## config.mk

```make
export PLATFORM = sky130hd
export DESIGN_NAME = external_memory_interface
export DESIGN_NICKNAME = d
export VERILOG_FILES = /design/src/rtl/external_memory_interface.v
export VERILOG_INCLUDE_DIRS = /design/src /design/src/common
export SDC_FILE = /design/constraint.sdc
export NUM_CORES = 1
export LEC_CHECK = 0
export BUFFER_PORTS_ARGS = -buffer_cell sky130_fd_sc_hd__buf_2
export CORE_ASPECT_RATIO = 0.9
export CORE_UTILIZATION = 30
export CTS_CLUSTER_DIAMETER = 30
export DETAILED_ROUTE_END_ITERATION = 8
export GPL_TIMING_DRIVEN = 0
export PLACE_DENSITY = 0.59
export REMOVE_ABC_BUFFERS = 1
export SYNTH_ARGS = -nofsm -noshare
export SYNTH_HDL_FRONTEND = slang
export SYNTH_SLANG_ARGS = --single-unit
export TNS_END_PERCENT = 50
```

## constraint.sdc

```tcl
create_clock -name i_clock -period 3.7 [get_ports i_clock]
set_input_delay 0.37 -clock i_clock [delete_from_list [all_inputs] [get_ports i_clock]]
set_output_delay 0.37 -clock i_clock [all_outputs]
set_load 0.01 [all_outputs]
```

## src/common/emi_regs.vh

```
`ifndef EMI_REGS_VH
`define EMI_REGS_VH

// ------------------------------------------------------------
// bank map
// ------------------------------------------------------------
`define EMI_NUM_BANKS 4
`define EMI_BANK0_BASE 32'h0000_0000
`define EMI_BANK1_BASE 32'h0800_0000
`define EMI_BANK2_BASE 32'h1000_0000
`define EMI_BANK3_BASE 32'h1800_0000
`define EMI_BANK_SEL_LSB 27
`define EMI_BANK_SEL_MSB 28
`define EMI_EXT_TOP_LSB 29
`define EMI_EXT_TOP_MSB 31
`define EMI_ADDR_PINS 18

// ------------------------------------------------------------
// bank memory types (3-bit field per bank)
// ------------------------------------------------------------
`define EMI_TYPE_ASRAM 3'h0
`define EMI_TYPE_SFLASH 3'h1
`define EMI_TYPE_SSRAM 3'h2
`define EMI_TYPE_SDRAM 3'h3
`define EMI_TYPE_EDO 3'h4

// ------------------------------------------------------------
// bank data width (2-bit field per bank) and transfer size
// ------------------------------------------------------------
`define EMI_WIDTH_8 2'h0
`define EMI_WIDTH_16 2'h1
`define EMI_WIDTH_32 2'h2
`define EMI_SIZE_BYTE 2'h0
`define EMI_SIZE_HALF 2'h1
`define EMI_SIZE_WORD 2'h2

// ------------------------------------------------------------
// sequence lengths, in memory clock periods; system clock period in ns
// ------------------------------------------------------------
`define EMI_BURST_BEATS 5'h04
`define EMI_SINGLE_BEATS 5'h01
`define EMI_SETUP_PERIODS 1
`define EMI_ACCESS_PERIODS 1
`define EMI_SYS_CLK_NS 20

`endif

```

## src/rtl/external_memory_interface.v

```verilog
`timescale 1ns/1ps
`include "emi_regs.vh"
module external_memory_interface (
  // system clock and reset
  input wire i_clock,
  input wire i_rstn,
  // system bus request
  input wire i_req,
  input wire i_write,
  input wire [31:0] i_addr,
  input wire [1:0] i_size,
  input wire i_burst,
  input wire [4:0] i_beats,
  input wire [31:0] i_wdata,
  // system bus answer
  output wire o_busy,
  output wire o_wdata_take,
  output wire o_rvalid,
  output wire [31:0] o_rdata,
  output wire o_done,
  output wire o_error,
  // bank configuration, four fields packed per port
  input wire [11:0] i_bank_type,
  input wire [7:0] i_bank_width,
  input wire [3:0] i_open_burst,
  input wire [15:0] i_decode_cycles,
  input wire [15:0] i_idle_min,
  input wire [15:0] i_idle_rd,
  input wire [15:0] i_idle_wr,
  input wire [15:0] i_clk_div,
  input wire [3:0] i_clk_out_en,
  input wire [3:0] i_clk_gate_idle,
  // memory pins
  output wire [3:0] o_bank_memory_clock,
  output wire [3:0] o_bank_select_lines_n,
  output wire o_setup_phase_strobe_n,
  output wire o_access_strobe_n,
  output wire o_oe_n,
  output wire o_we_n,
  output wire [3:0] o_lane_strobe_n,
  output wire [17:0] o_addr,
  output wire [31:0] o_data,
  output wire o_data_oe,
  input wire [31:0] i_data,
  input wire i_external_wait_ready
);

  localparam ST_IDLE = 6'b00_0001;
  localparam ST_ALIGN = 6'b00_0010;
  localparam ST_SETUP = 6'b00_0100;
  localparam ST_DECODE = 6'b00_1000;
  localparam ST_ACCESS = 6'b01_0000;
  localparam ST_GAP = 6'b10_0000;

  // ----------------------------------------------------------
  // lane helpers
  // ----------------------------------------------------------
  function [1:0] lane_shift;
    input [1:0] width;
    input [1:0] a;
    begin
      case (width)
        `EMI_WIDTH_8: lane_shift = a;
        `EMI_WIDTH_16: lane_shift = {a[1], 1'b0};
        default: lane_shift = 2'h0;
      endcase
    end
  endfunction

  function [3:0] lane_mask;
    input [1:0] width;
    input [1:0] size;
    input [1:0] a;
    begin
      case (width)
        `EMI_WIDTH_8: lane_mask = 4'h1;
        `EMI_WIDTH_16: lane_mask = (size == `EMI_SIZE_BYTE) ? (a[0] ? 4'h2 : 4'h1) : 4'h3;
        default: begin
          if (size == `EMI_SIZE_BYTE)
            lane_mask = 4'h1 << a;
          else if (size == `EMI_SIZE_HALF)
            lane_mask = a[1] ? 4'hc : 4'h3;
          else
            lane_mask = 4'hf;
        end
      endcase
    end
  endfunction

  reg [5:0] state_r, state_nxt;
  reg [1:0] bank_r, bank_nxt;
  reg write_r, write_nxt;
  reg [1:0] size_r, size_nxt;
  reg [31:0] addr_r, addr_nxt;
  reg [4:0] beats_r, beats_nxt;
  reg [3:0] cnt_r, cnt_nxt;
  reg [31:0] data_r, data_nxt;
  reg rdy_s1_r, rdy_s2_r;
  reg [31:0] din_s1_r, din_s2_r;
  reg done_nxt, err_nxt, take_nxt, rvalid_nxt;
  reg [31:0] rdata_nxt;
  reg done_r, err_r, take_r, rvalid_r, busy_r;
  reg [31:0] rdata_r;
  reg [3:0] cs_n_r, bls_n_r;
  reg setup_n_r, access_n_r, oe_n_r, we_n_r, data_oe_r;
  wire [3:0] fall_tick;
  wire active_nxt;
  wire adv;
  wire [1:0] req_bank;
  wire [2:0] req_type;
  wire [1:0] width_cur;
  wire [1:0] shift_cur;
  wire [3:0] gap_sel;
  wire [3:0] gap_len;

  assign active_nxt = ~state_nxt[0];

  // ----------------------------------------------------------
  // per-bank memory clocks, divided from the system clock
  // ----------------------------------------------------------
  genvar g;
  generate
    for (g = 0; g < `EMI_NUM_BANKS; g = g + 1) begin : mclk
      reg [3:0] div_cnt_r;
      reg phase_r;
      reg clk_out_r;
      wire wrap = (div_cnt_r >= i_clk_div[g*4 +: 4]);
      // controls change on the falling edge, memories sample on the rising one
      assign fall_tick[g] = wrap & phase_r;
      always @(posedge i_clock or negedge i_rstn) begin
        if (!i_rstn) begin
          div_cnt_r <= 4'h0;
          phase_r <= 1'b0;
          clk_out_r <= 1'b0;
        end else begin
          div_cnt_r <= wrap ? 4'h0 : div_cnt_r + 4'h1;
          phase_r <= phase_r ^ wrap;
          clk_out_r <= (phase_r ^ wrap) & i_clk_out_en[g] & (~i_clk_gate_idle[g] | active_nxt);
        end
      end
      assign o_bank_memory_clock[g] = clk_out_r;
    end
  endgenerate

  // ----------------------------------------------------------
  // pin synchronisers
  // ----------------------------------------------------------
  always @(posedge i_clock or negedge i_rstn) begin
    if (!i_rstn) begin
      rdy_s1_r <= 1'b1;
      rdy_s2_r <= 1'b1;
      din_s1_r <= 32'h0000_0000;
      din_s2_r <= 32'h0000_0000;
    end else begin
      rdy_s1_r <= i_external_wait_ready;
      rdy_s2_r <= rdy_s1_r;
      din_s1_r <= i_data;
      din_s2_r <= din_s1_r;
    end
  end

  // sequence steps once per memory clock period, held while ready is low
  assign adv = fall_tick[bank_r] & rdy_s2_r;
  assign req_bank = i_addr[`EMI_BANK_SEL_MSB:`EMI_BANK_SEL_LSB];
  assign req_type = i_bank_type[req_bank*3 +: 3];
  assign width_cur = i_bank_width[bank_r*2 +: 2];
  assign shift_cur = lane_shift(width_cur, addr_r[1:0]);
  assign gap_sel = write_r ? i_idle_wr[bank_r*4 +: 4] : i_idle_rd[bank_r*4 +: 4];
  assign gap_len = (gap_sel > i_idle_min[bank_r*4 +: 4]) ? gap_sel : i_idle_min[bank_r*4 +: 4];

  // ----------------------------------------------------------
  // access sequence
  // ----------------------------------------------------------
  always @* begin
    state_nxt = state_r;
    bank_nxt = bank_r;
    write_nxt = write_r;
    size_nxt = size_r;
    addr_nxt = addr_r;
    beats_nxt = beats_r;
    cnt_nxt = cnt_r;
    data_nxt = data_r;
    done_nxt = 1'b0;
    err_nxt = 1'b0;
    take_nxt = 1'b0;
    rvalid_nxt = 1'b0;
    rdata_nxt = rdata_r;
    case (state_r)
      ST_IDLE: begin
        if (i_req) begin
          if (i_addr[`EMI_EXT_TOP_MSB:`EMI_EXT_TOP_LSB] != 3'h0) begin
            err_nxt = 1'b1;
            done_nxt = 1'b1;
          end else begin
            state_nxt = ST_ALIGN;
            bank_nxt = req_bank;
            write_nxt = i_write;
            size_nxt = i_size;
            addr_nxt = i_addr;
            case (req_type)
              `EMI_TYPE_ASRAM: beats_nxt = `EMI_SINGLE_BEATS;
              `EMI_TYPE_SFLASH: beats_nxt = (i_burst & ~i_write) ? `EMI_BURST_BEATS : `EMI_SINGLE_BEATS;
              `EMI_TYPE_SSRAM: begin
                if (!i_burst)
                  beats_nxt = `EMI_SINGLE_BEATS;
                else if (i_open_burst[req_bank] && i_beats != 5'h00)
                  beats_nxt = i_beats;
                else
                  beats_nxt = `EMI_BURST_BEATS;
              end
              `EMI_TYPE_SDRAM, `EMI_TYPE_EDO: beats_nxt = (i_beats == 5'h00) ? `EMI_SINGLE_BEATS : i_beats;
              default: beats_nxt = `EMI_SINGLE_BEATS;
            endcase
          end
        end
      end
      ST_ALIGN: begin
        if (fall_tick[bank_r])
          state_nxt = ST_SETUP;
      end
      ST_SETUP: begin
        if (adv) begin
          cnt_nxt = i_decode_cycles[bank_r*4 +: 4];
          state_nxt = (i_decode_cycles[bank_r*4 +: 4] == 4'h0) ? ST_ACCESS : ST_DECODE;
        end
      end
      ST_DECODE: begin
        if (adv) begin
          cnt_nxt = cnt_r - 4'h1;
          if (cnt_r == 4'h1)
            state_nxt = ST_ACCESS;
        end
      end
      ST_ACCESS: begin
        if (adv) begin
          if (write_r) begin
            take_nxt = 1'b1;
          end else begin
            data_nxt = din_s2_r;
            rdata_nxt = din_s2_r << {shift_cur, 3'b000};
            rvalid_nxt = 1'b1;
          end
          // step by the bank width
          case (width_cur)
            `EMI_WIDTH_8: addr_nxt = addr_r + 32'h0000_0001;
            `EMI_WIDTH_16: addr_nxt = addr_r + 32'h0000_0002;
            default: addr_nxt = addr_r + 32'h0000_0004;
          endcase
          beats_nxt = beats_r - 5'h01;
          if (beats_r == 5'h01) begin
            done_nxt = 1'b1;
            cnt_nxt = gap_len;
            state_nxt = (gap_len == 4'h0) ? ST_IDLE : ST_GAP;
          end
        end
      end
      ST_GAP: begin
        if (adv) begin
          cnt_nxt = cnt_r - 4'h1;
          if (cnt_r == 4'h1)
            state_nxt = ST_IDLE;
        end
      end
      default: state_nxt = ST_IDLE;
    endcase
    // write data is placed on its lanes while a write beat is pending
    if (write_r && (state_r == ST_DECODE || state_r == ST_ACCESS || state_r == ST_SETUP) && !take_nxt)
      data_nxt = i_wdata >> {lane_shift(width_cur, addr_r[1:0]), 3'b000};
  end

  // ----------------------------------------------------------
  // state and registered pin drive
  // ----------------------------------------------------------
  always @(posedge i_clock or negedge i_rstn) begin
    if (!i_rstn) begin
      state_r <= ST_IDLE;
      bank_r <= 2'h0;
      write_r <= 1'b0;
      size_r <= 2'h0;
      addr_r <= 32'h0000_0000;
      beats_r <= 5'h00;
      cnt_r <= 4'h0;
      data_r <= 32'h0000_0000;
      done_r <= 1'b0;
      err_r <= 1'b0;
      take_r <= 1'b0;
      rvalid_r <= 1'b0;
      rdata_r <= 32'h0000_0000;
      busy_r <= 1'b0;
      cs_n_r <= 4'hf;
      bls_n_r <= 4'hf;
      setup_n_r <= 1'b1;
      access_n_r <= 1'b1;
      oe_n_r <= 1'b1;
      we_n_r <= 1'b1;
      data_oe_r <= 1'b1;
    end else begin
      state_r <= state_nxt;
      bank_r <= bank_nxt;
      write_r <= write_nxt;
      size_r <= size_nxt;
      addr_r <= addr_nxt;
      beats_r <= beats_nxt;
      cnt_r <= cnt_nxt;
      data_r <= data_nxt;
      done_r <= done_nxt;
      err_r <= err_nxt;
      take_r <= take_nxt;
      rvalid_r <= rvalid_nxt;
      rdata_r <= rdata_nxt;
      busy_r <= active_nxt;
      if (state_nxt == ST_SETUP || state_nxt == ST_DECODE || state_nxt == ST_ACCESS)
        cs_n_r <= ~(4'h1 << bank_nxt);
      else
        cs_n_r <= 4'hf;
      setup_n_r <= (state_nxt != ST_SETUP);
      access_n_r <= (state_nxt != ST_ACCESS);
      oe_n_r <= ~(~write_nxt & (state_nxt == ST_DECODE || state_nxt == ST_ACCESS));
      we_n_r <= ~(write_nxt & (state_nxt == ST_ACCESS));
      if (state_nxt == ST_ACCESS)
        bls_n_r <= ~lane_mask(i_bank_width[bank_nxt*2 +: 2], size_nxt, addr_nxt[1:0]);
      else
        bls_n_r <= 4'hf;
      // the bus is released only while the memory drives read data
      data_oe_r <= ~(~write_nxt & (state_nxt == ST_DECODE || state_nxt == ST_ACCESS));
    end
  end

  assign o_busy = busy_r;
  assign o_wdata_take = take_r;
  assign o_rvalid = rvalid_r;
  assign o_rdata = rdata_r;
  assign o_done = done_r;
  assign o_error = err_r;
  assign o_bank_select_lines_n = cs_n_r;
  assign o_setup_phase_strobe_n = setup_n_r;
  assign o_access_strobe_n = access_n_r;
  assign o_oe_n = oe_n_r;
  assign o_we_n = we_n_r;
  assign o_lane_strobe_n = bls_n_r;
  assign o_addr = addr_r[`EMI_ADDR_PINS-1:0];
  assign o_data = data_r;
  assign o_data_oe = data_oe_r;

endmodule

```

; Yosys cells after proc, flatten, opt, wreduce, memory -nomap -nowiden
; Cells that the tools add are included.
[totals]
elab_cells = 233
output_inout_bits = 104
reg_bits = 223
in_bits = 221
[op_classes]
n_eq_ne = 27
multipliers = 1
shifts = 11
n_lt_le_gt_ge = 7
n_reduce_logical = 27
n_mux = 78
bitwise_logic = 36
add_sub_neg = 9
[ops]
columns = operator, count
row1 = $mux 32, 7
row2 = $pmux 32 s2, 2
row3 = $mux 6, 11
row4 = $mux 4, 16
row5 = $shiftx 16x5->4, 4
row6 = $pmux 6 s6, 1
row7 = $mux 5, 7
row8 = $add 32x1->32 const B, 1
row9 = $add 32x2->32 const B, 1
row10 = $add 32x3->32 const B, 1
row11 = $shl 32x5->32, 1
row12 = $shr 32x5->32, 1
row13 = $mux 2, 9
row14 = $add 4x1->4 const B, 4
row15 = $and 1x1->1, 16
row16 = $ge 4x4->1, 4
row17 = $mux 1, 16
row18 = $shiftx 8x4->2, 2
row19 = $pmux 5 s3, 1
row20 = $eq 6x3->1 const B, 2
row21 = $eq 6x4->1 const B, 2
row22 = $eq 6x5->1 const B, 2
row23 = $pmux 4 s3, 1
row24 = $shiftx 12x5->3, 1
row25 = 42 further kinds, 83

; Logic depth before layout (Yosys ltp)
; Gate-level depths: netlist of the first run.
[depth]
depth_word = 14
depth_mapped = 17
ltp_nobuf = 15

; Least setup slack after synthesis of the first run
; Ideal clock, no wire load.
[synth_path]
path_type = flip-flop to flip-flop
startpoint = register write_r
endpoint = register cnt_r[2]
path_buffers = 1
setup_slack_ps = 450
synth_period_minus_slack_ps = 3250
t_arrival_ps = 3126
required_time_ps = 3575
path_stages_with_launch = 12
setup_ps = 125
path_cell_list = dfrtp_1 -> buf_2 -> mux4_2 -> mux2_2 -> ha_1 -> nor2b_1 -> o21a_1 -> o21a_1 -> o21ai_1 -> mux2i_1 -> o21ai_0 -> mux2_2
[synth_via]
elab_chain_len = 6
[synth_lines]
columns = element, line
row1 = start: declaration, external_memory_interface.v:92  ; reg write_r, write_nxt;
row2 = start signal: assignment, external_memory_interface.v:300  ; write_r <= write_nxt;
row3 = $mux 4 *, external_memory_interface.v:168  ; assign gap_sel = write_r ? i_idle_wr[bank_r*4 +: 4] : i_idle_rd[bank_r*4 +: 4];
row4 = $gt 4x4->1, external_memory_interface.v:169  ; assign gap_len = (gap_sel > i_idle_min[bank_r*4 +: 4]) ? gap_sel : i_idle_min[bank_r*4 +: 4];
row5 = $mux 4 *, external_memory_interface.v:169
row6 = $mux 4 *, external_memory_interface.v:250  ; if (beats_r == 5'h01) begin
row7 = $mux 4 *, external_memory_interface.v:235  ; if (adv) begin
row8 = $pmux 4 s3 *, external_memory_interface.v:188  ; case (state_r)
row9 = end signal: assignment, external_memory_interface.v:304  ; cnt_r <= cnt_nxt;
row10 = end: declaration, external_memory_interface.v:96  ; reg [3:0] cnt_r, cnt_nxt;
; Every way passes the cells marked *; elsewhere a longest branch is shown, timed or not. The select of a mux whose other input is x is not followed.
; A chain may end at the register's enable or synchronous reset.

; Worst setup path in the final report of the first run
[layout_path]
startpoint = register bank_r[0]
endpoint = register data_r[0], in the netlist o_data[0]
[layout_via]
elab_chain_len = 9
elab_cells_between_ends = 18
cone_classes = eq/ne: 2 / shift: 2 / mux: 7 / bitwise: 1 / reduce/logical: 6
[layout_lines]
columns = element, line
row1 = start: declaration, external_memory_interface.v:91  ; reg [1:0] bank_r, bank_nxt;
row2 = start signal: assignment, external_memory_interface.v:299  ; bank_r <= bank_nxt;
row3 = branches (longest 9 deep; another with $shr 32x5->32), -
row4 = end signal: assignment, external_memory_interface.v:305  ; data_r <= data_nxt;
row5 = end: declaration, external_memory_interface.v:97  ; reg [31:0] data_r, data_nxt;
; Several ways; the timed one is not identified. The select of a mux whose other input is x is not followed.

==> metrics.md, run 1 <==
| Metric | Value |
|---|---|
| Static power due to leakage | about 7.2 nW |
| Maximum level of the CTS H-tree | 2 |
| Clock insertion delay at the later pin of the skew report | ~550 ps |
| I/O pin total | ~330 |
| Number of cells on the worst hold path | 3 |
| Number of enable-type register cells in the synthesized netlist | 0 |
| Post-DP HPWL | between 20000 and 25000 um |
| Utilization of the core after routing | between 40% and 50% |
| Total count of max-transition violations in the final report | 0 |
| Proportion of layout cells with a drive suffix above 1 | between 30% and 40% |
| Synth Warn # | 0 |
| Cell count after placement | ~1800 |
| Primary FF master, synth | dfrtp_1 |
| Number of maximum-capacitance violations | 0 |
| Total power of the final layout | around 8.9 mW |
| Die outline height | ~180 um |
| Last weighted congestion value of the routability-driven placer | 0.831 |
| Cells taking the most area after synthesis | dfrtp_1 45%, nand2_1 6.4%, mux4_2 4.6%, ha_1 4.1%, dfstp_2 3.7% |
| Post-synth top area share | 45.3% |
| Sink Count | 209 |
| Filler cell count | between 3000 and 4000 |
| Fin crit period | 3540 ps |
| Die Width | 201 um |
| Kind of launch point of the worst setup path | flip-flop |
| Area of the core | about 35000 um2 |
| Transition time at the pin with the least slew margin | 929 ps |
| DRC errors left | 0 |
| Peak supply drop | about 0.00036 V |
| Post-Place Worst Slack | -1470 ps |
| Required time of the worst setup path | between 4000 and 5000 ps |
| Wire length per cell | 18.5 um |
| Vias in the first global route | 9911 |
| Clock-pin slew of the registers on the worst-case setup and hold paths | 50 ps |
| Largest area contributor in the synthesized netlist | dfrtp_1 |
| Worst Min Path Start | i_addr[10] |
| Destination of the worst register-to-register timing path | o_data[0] |
| Critical setup path kind | reg2reg |
| Power density over the cells | roughly 590 nW/um2 |
| Data arrival time of the critical path | between 3000 and 4000 ps |
| Clock Path Buffers | 3 |
| Pin count of the biggest net entering global routing | around 110 |
| Post-detailed-route via-to-cell ratio | 5.07 |
| Setup WS post-layout | around 160 ps |
| Clock tree from TritonCTS | built |
| Input/output buffers | between 300 and 400 |
| Most used cells in the layout excluding fill and tap cells | 314 x buf_2, 191 x dfrtp_1, 177 x nand2_1, 67 x a21oi_1, 57 x o21ai_0 |
| Final ANT Viol Nets | 0 |
| Post-Syn Instances | 1061 |
| Combined global-route utilization of all metal layers | between 15 and 20% |
| Global-route congestion overflow total | 0 |
| Starting utilization of the core area | a little under a third |
| Startpoint of the lowest-slack register-to-register path | bank_r[0] |
| Unique masters post-synth | 74 |
| Worst Clk Skew | 25.4 ps |
| DR iter-0 viols | 500 |
| Most common library cell in the layout ignoring fill and taps | buf_2 |
| Library cell used as clock root buffer | clkbuf_16 |
| Post-route standard cell area excluding fillers | 14900 um2 |
| Total wire length | 35700 um |
| # rows | between 60 and 70 |
| Share of async-settable or async-resettable flops after synthesis | between 90% and 100% |
| Maximum operating frequency | ~0.28 GHz |
| Post-synthesis cell area | 10700 um2 |
| Post-Syn Area per Cell | approximately 10 um2 |
| Detailed-router iteration count before antenna repair | 5 |
| Hold crit path type | in2reg |
| Number of cell instances on the worst register-to-register path | 7 |
| Routed via count | between 9000 and 10000 |
| Critical Path Sink Type | flip-flop |
| Setup tns final | 0 ps |
| Area after detailed placement | between 10000 and 15000 um2 |
| Sequential cell area fraction in the yosys report | 49.0% |
| Number of buffers added by the clock tree synthesis step | 50 |
| Final number of hold-violating endpoints | 0 |
| Number of synthesized register bits | between 200 and 250 |
| Relative area change from synthesis to final layout | 39.5% |
| Relative slew slack | 37.2% |
| Maximum fanout count along the critical path | 26 |
| Final clock period utilization by the worst path | a little over nine tenths |
| Final cell count without fillers | about 1900 |
| Die footprint | 36500 um2 |
| Worst hold endpoint | addr_r[10] |
| Outcome | completed |
| Setup slack of the worst register-to-register path | between 150 and 200 ps |
| Antenna violations before repair | 5 |
| Fin nets | 1672 |
| Finish-stage setup viols | 0 |
| Hold Worst Slack | a little under 50 ps |
| Wire length of the first global-routing pass | around 55000 um |
-- Yosys cell counts, types with 19 or more instances --
library cell  number
a211oi_1          19
a21oi_1           68
and3_1            20
buf_2             19
clkbuf_1          31
dfrtp_1          194
ha_1              35
inv_1             44
mux2i_1           37
mux4_2            22
nand2_1          182
nor2_1            55
o21ai_0           57
-- cells by family (layout without fill, tap and decap cells) --
logic type / count (synthesis) / after routing / share of synthesized area (%)
XOR/XNOR: 17 / 17 / 1.39
other: 0 / 3 / 0
flip-flops: 209 / 209 / 49.0
AND/OR/NAND/NOR: 361 / 364 / 15.8
adder cells (fa/ha/maj): 35 / 35 / 4.09
buffers and inverters: 112 / 503 / 4.85
AO/OA/AOI/OAI: 261 / 261 / 16.1
multiplexers: 66 / 66 / 8.82
-- how the worst max path moves through the flow --
stage	from	end	slack [ps]
after CTS	write_r	cnt_r[2]	60
after floorplan	mclk[2].div_cnt_r[0]	o_data[0]	-710
after global routing	mclk[3].div_cnt_r[0]	mclk[3].clk_out_r	-1
after detailed placement	i_clk_div[12]	o_data[5]	-1470
after global placement	i_clk_div[12]	o_data[4]	-3290
final	bank_r[0]	o_data[0]	160
-- metal layers --
layer	GRT usage [%]	vias to the layer above	part of all wire (%)
met5	0	-	0.084
met4	7.79	4	3.2
met3	4.20	80	6.5
met2	32.0	401	47
met1	24.5	4723	43
li1	-	4561	-
-- what timing repair did --
action	in CTS	in global routing
resized for setup	18	5
pin swaps	3	4
endpoints found under the hold margin	123	0
hold buffers	38	0
cloned	2	1
setup buffers	2	6
endpoints found under the setup margin	100	64
-- sequential cells by signal (all words and copies together), names as in the netlist, 4 cells and up --
register               count
addr_r                    18
beats_r                    5
cnt_r                      4
din_s1_r                  32
din_s2_r                  32
mclk.clk_out_r             4
mclk.div_cnt_r            16
mclk.phase_r               4
o_bank_select_lines_n      4
o_data                    32
o_lane_strobe_n            4
o_rdata                   32
state_r                    6
-- report_power, final --
group	switching, mW	total [mW]	internal, mW
combinational	0.986	1.80	0.819
clock	1.43	4.25	2.82
sequential	0.288	2.81	2.52
total	2.70	8.86	6.16
-- area by class of cell --
cell class | instances | area, um2 | area share, %
inverters | 45 | 171 | 1.15
well taps | 469 | 587 | 3.93
clock inverters | 30 | 300 | 2.01
multi-input cells | 743 | 5110 | 34.2
clock buffers | 61 | 1350 | 9.05
diodes | 3 | 7.51 | 0.0502
repair buffers | 367 | 2160 | 14.5
flip-flops and latches | 209 | 5250 | 35.2
-- worst max-delay path: stages (launching register included) --
cell and delay (ps):
dfrtp_2 770, mux4_2 830, nor2_2 310, nand2_2 400, buf_16 340, mux2i_1 320, a211oi_1 150, a221o_1 270
(Power assumes the default switching activity.)
==> run 2, diff against run 1 <==
--- a/config.mk
+++ b/config.mk
@@ -7,12 +7,14 @@
 export NUM_CORES = 1
 export LEC_CHECK = 0
 export BUFFER_PORTS_ARGS = -buffer_cell sky130_fd_sc_hd__buf_2
+export CELL_PAD_IN_SITES_DETAIL_PLACEMENT = 2
+export CELL_PAD_IN_SITES_GLOBAL_PLACEMENT = 2
 export CORE_ASPECT_RATIO = 0.9
 export CORE_UTILIZATION = 30
 export CTS_CLUSTER_DIAMETER = 30
 export DETAILED_ROUTE_END_ITERATION = 8
 export GPL_TIMING_DRIVEN = 0
-export PLACE_DENSITY = 0.59
+export PLACE_DENSITY = 0.85
 export REMOVE_ABC_BUFFERS = 1
 export SYNTH_ARGS = -nofsm -noshare
 export SYNTH_HDL_FRONTEND = slang
==> run 2 against run 1 <==
Compared with the run above:
- clock skew hardly changed
- critical path type unchanged
- wire length is 35% higher
- sequential share of layout area is 1.5 points lower
- highest routed layer unchanged
- register-to-register slack worse by 40 ps
- sequential cell count stayed put
- largest power group unchanged
- global-route usage increased by 6.8 points
- combinational power is 12% higher
- clock power rose by 33%
==> metrics.md, run 2 (same netlist as run 1, synthesis figures left out) <==
| Metric | Value |
|---|---|
| Sw Ratio | slightly below 30% |
| Cell internal power dissipation | approximately 7.4 mW |
| Antenna violations before repair | 5 |
| DR iter-0 viols | between 500 and 600 |
| Die Width | just over 200 um |
| Total count of max-transition violations in the final report | 0 |
| Setup WS post-layout | 124 ps |
| Outcome | completed |
| Maximum fanout count along the critical path | 11 |
| Pin count of the biggest net entering global routing | around 120 |
| Die footprint | 36500 um2 |
| Area of the core | roughly 35000 um2 |
| Transition time at the pin with the least slew margin | roughly 1200 ps |
| Relative area change from synthesis to final layout | 45.7% |
| Required time of the worst setup path | between 4000 and 5000 ps |
| Number of maximum-capacitance violations | 0 |
| Setup slack of the worst register-to-register path | about 120 ps |
| Routed via count | about 11000 |
| Clk pwr share | approximately 54% |
| Static power due to leakage | ~7.5 nW |
| Number of buffers added by the clock tree synthesis step | between 50 and 60 |
| Fin crit period | about 3600 ps |
| Hold crit path type | in2reg |
| Clock-pin slew of the registers on the worst-case setup and hold paths | approximately 50 ps |
| Proportion of layout cells with a drive suffix above 1 | approximately 36% |
| Wire length per cell | ~25 um |
| Wire length of the first global-routing pass | roughly 74000 um |
| Library cell used as clock root buffer | clkbuf_16 |
| Maximum level of the CTS H-tree | 2 |
| I/O pin total | roughly 330 |
| Fin nets | between 1500 and 2000 |
| Switching power of the nets | approximately 3.1 mW |
| Global-route congestion overflow total | 0 |
| Detailed-router iteration count before antenna repair | 4 |
| Cell count after placement | between 1500 and 2000 |
| Kind of launch point of the worst setup path | flip-flop |
| Maximum operating frequency | about 0.28 GHz |
| DRC errors left | 0 |
| # rows | 65 |
| Most used cells in the layout excluding fill and tap cells | 314 x buf_2, 191 x dfrtp_1, 176 x nand2_1, 67 x a21oi_1, 59 x clkbuf_16 |
| Total wire length | around 48000 um |
| Filler cell count | about 3700 |
| Combined global-route utilization of all metal layers | between 20% and 30% |
| Final clock period utilization by the worst path | a little over nine tenths |
| Last weighted congestion value of the routability-driven placer | between 0.7 and 0.8 |
| Share of power burned in registers | approximately 27% |
| Data arrival time of the critical path | between 4000 and 5000 ps |
| Combinational group share of total power | 19.2% |
| Starting utilization of the core area | between 30% and 40% |
| Vias in the first global route | roughly 12000 |
| Worst Clk Skew | approximately 25 ps |
| Final ANT Viol Nets | 0 |
| Final cell count without fillers | 1957 |
| Finish-stage setup viols | 0 |
| Peak supply drop | ~0.0004 V |
| Power density over the cells | approximately 670 nW/um2 |
| Die outline height | around 180 um |
| Final number of hold-violating endpoints | 0 |
| Most common library cell in the layout ignoring fill and taps | buf_2 |
| Clock tree from TritonCTS | built |
| Input/output buffers | ~320 |
| Post-Place Worst Slack | -1670 ps |
| Post-DP HPWL | between 20000 and 30000 um |
| Critical Path Sink Type | flip-flop |
| Post-detailed-route via-to-cell ratio | ~5.4 |
| Clock Path Buffers | 3 |
| Critical setup path kind | reg2reg |
| Sink Count | about 210 |
| Clock insertion delay at the later pin of the skew report | between 500 and 600 ps |
| Relative slew slack | 21.3% |
run 2: timing repair:
action,in CTS,in global routing
cloned,3,0
endpoints found under the hold margin,110,0
hold buffers,38,0
pin swaps,4,2
setup endpoints to repair,106,85
buffers inserted,9,10
gates resized for setup,22,9
run 2: power by group through the flow:
stage	registers, mW	logic [mW]	clock network [mW]
CTS	2.83	1.97	5.70
detailed placement	2.86	1.83	0
global route	2.87	2.21	5.84
floorplan	2.78	1.09	0
global placement	2.83	1.67	0
finish	2.84	2.01	5.65
run 2: metal layers:
layer	part of all wire (%)	wire (um)	GRT usage, %
met1	39	18600	29.7
met2	51	24600	47.0
met4	4.0	1940	11.2
met5	0.027	13	0
met3	6.0	2860	5.81
run 2: critical path, cell delays in order, from the launching register on:
cell	delay [ps]
dfrtp_4	580
mux4_2	530
mux2_2	320
ha_1	340
nor2b_1	150
o21a_1	160
o21a_1	170
o21ai_2	360
mux2i_1	330
o21ai_0	150
mux2_2	330
run 2: final timing paths:
path / start / to / depth (start not counted)
min: i_addr[6] / addr_r[6] / 2
max reg2reg: write_r / cnt_r[2] / 10
min reg2reg: din_s1_r[26] / din_s2_r[26] / 0
max: write_r / cnt_r[2] / 10
min in group asynchronous: i_rstn / addr_r[14] / 2
max in group asynchronous: i_rstn / mclk[1].div_cnt_r[1] / 3
run 2: layout make-up:
class / count / area, um2 / share of cell area (%)
antenna: 5 / 12.5 / 0.0802
multi-input combinational: 743 / 5140 / 32.9
clock buffer: 67 / 1570 / 10.0
inverter: 45 / 171 / 1.10
clock inverter: 41 / 614 / 3.94
timing repair buffer: 378 / 2260 / 14.5
tap: 469 / 587 / 3.76
sequential: 209 / 5260 / 33.7
run 2: per-stage QoR:
step / utilization [%] / hold WS [ps] / instance area (um2) / TNS (ps) / power [mW]
final: 44.4 / 29.2 / 15600 / 0 / 10.5
after global routing: 44.4 / 26.8 / 15600 / -109 / 10.9
after CTS: 44.0 / 10.0 / 15400 / 0 / 10.5
after detailed placement: 36.2 / 336 / 12700 / -83040 / 4.69
after global placement: 35.7 / 334 / 12500 / -446770 / 4.49
after floorplan: - / 74.4 / 10400 / -21720 / 3.87
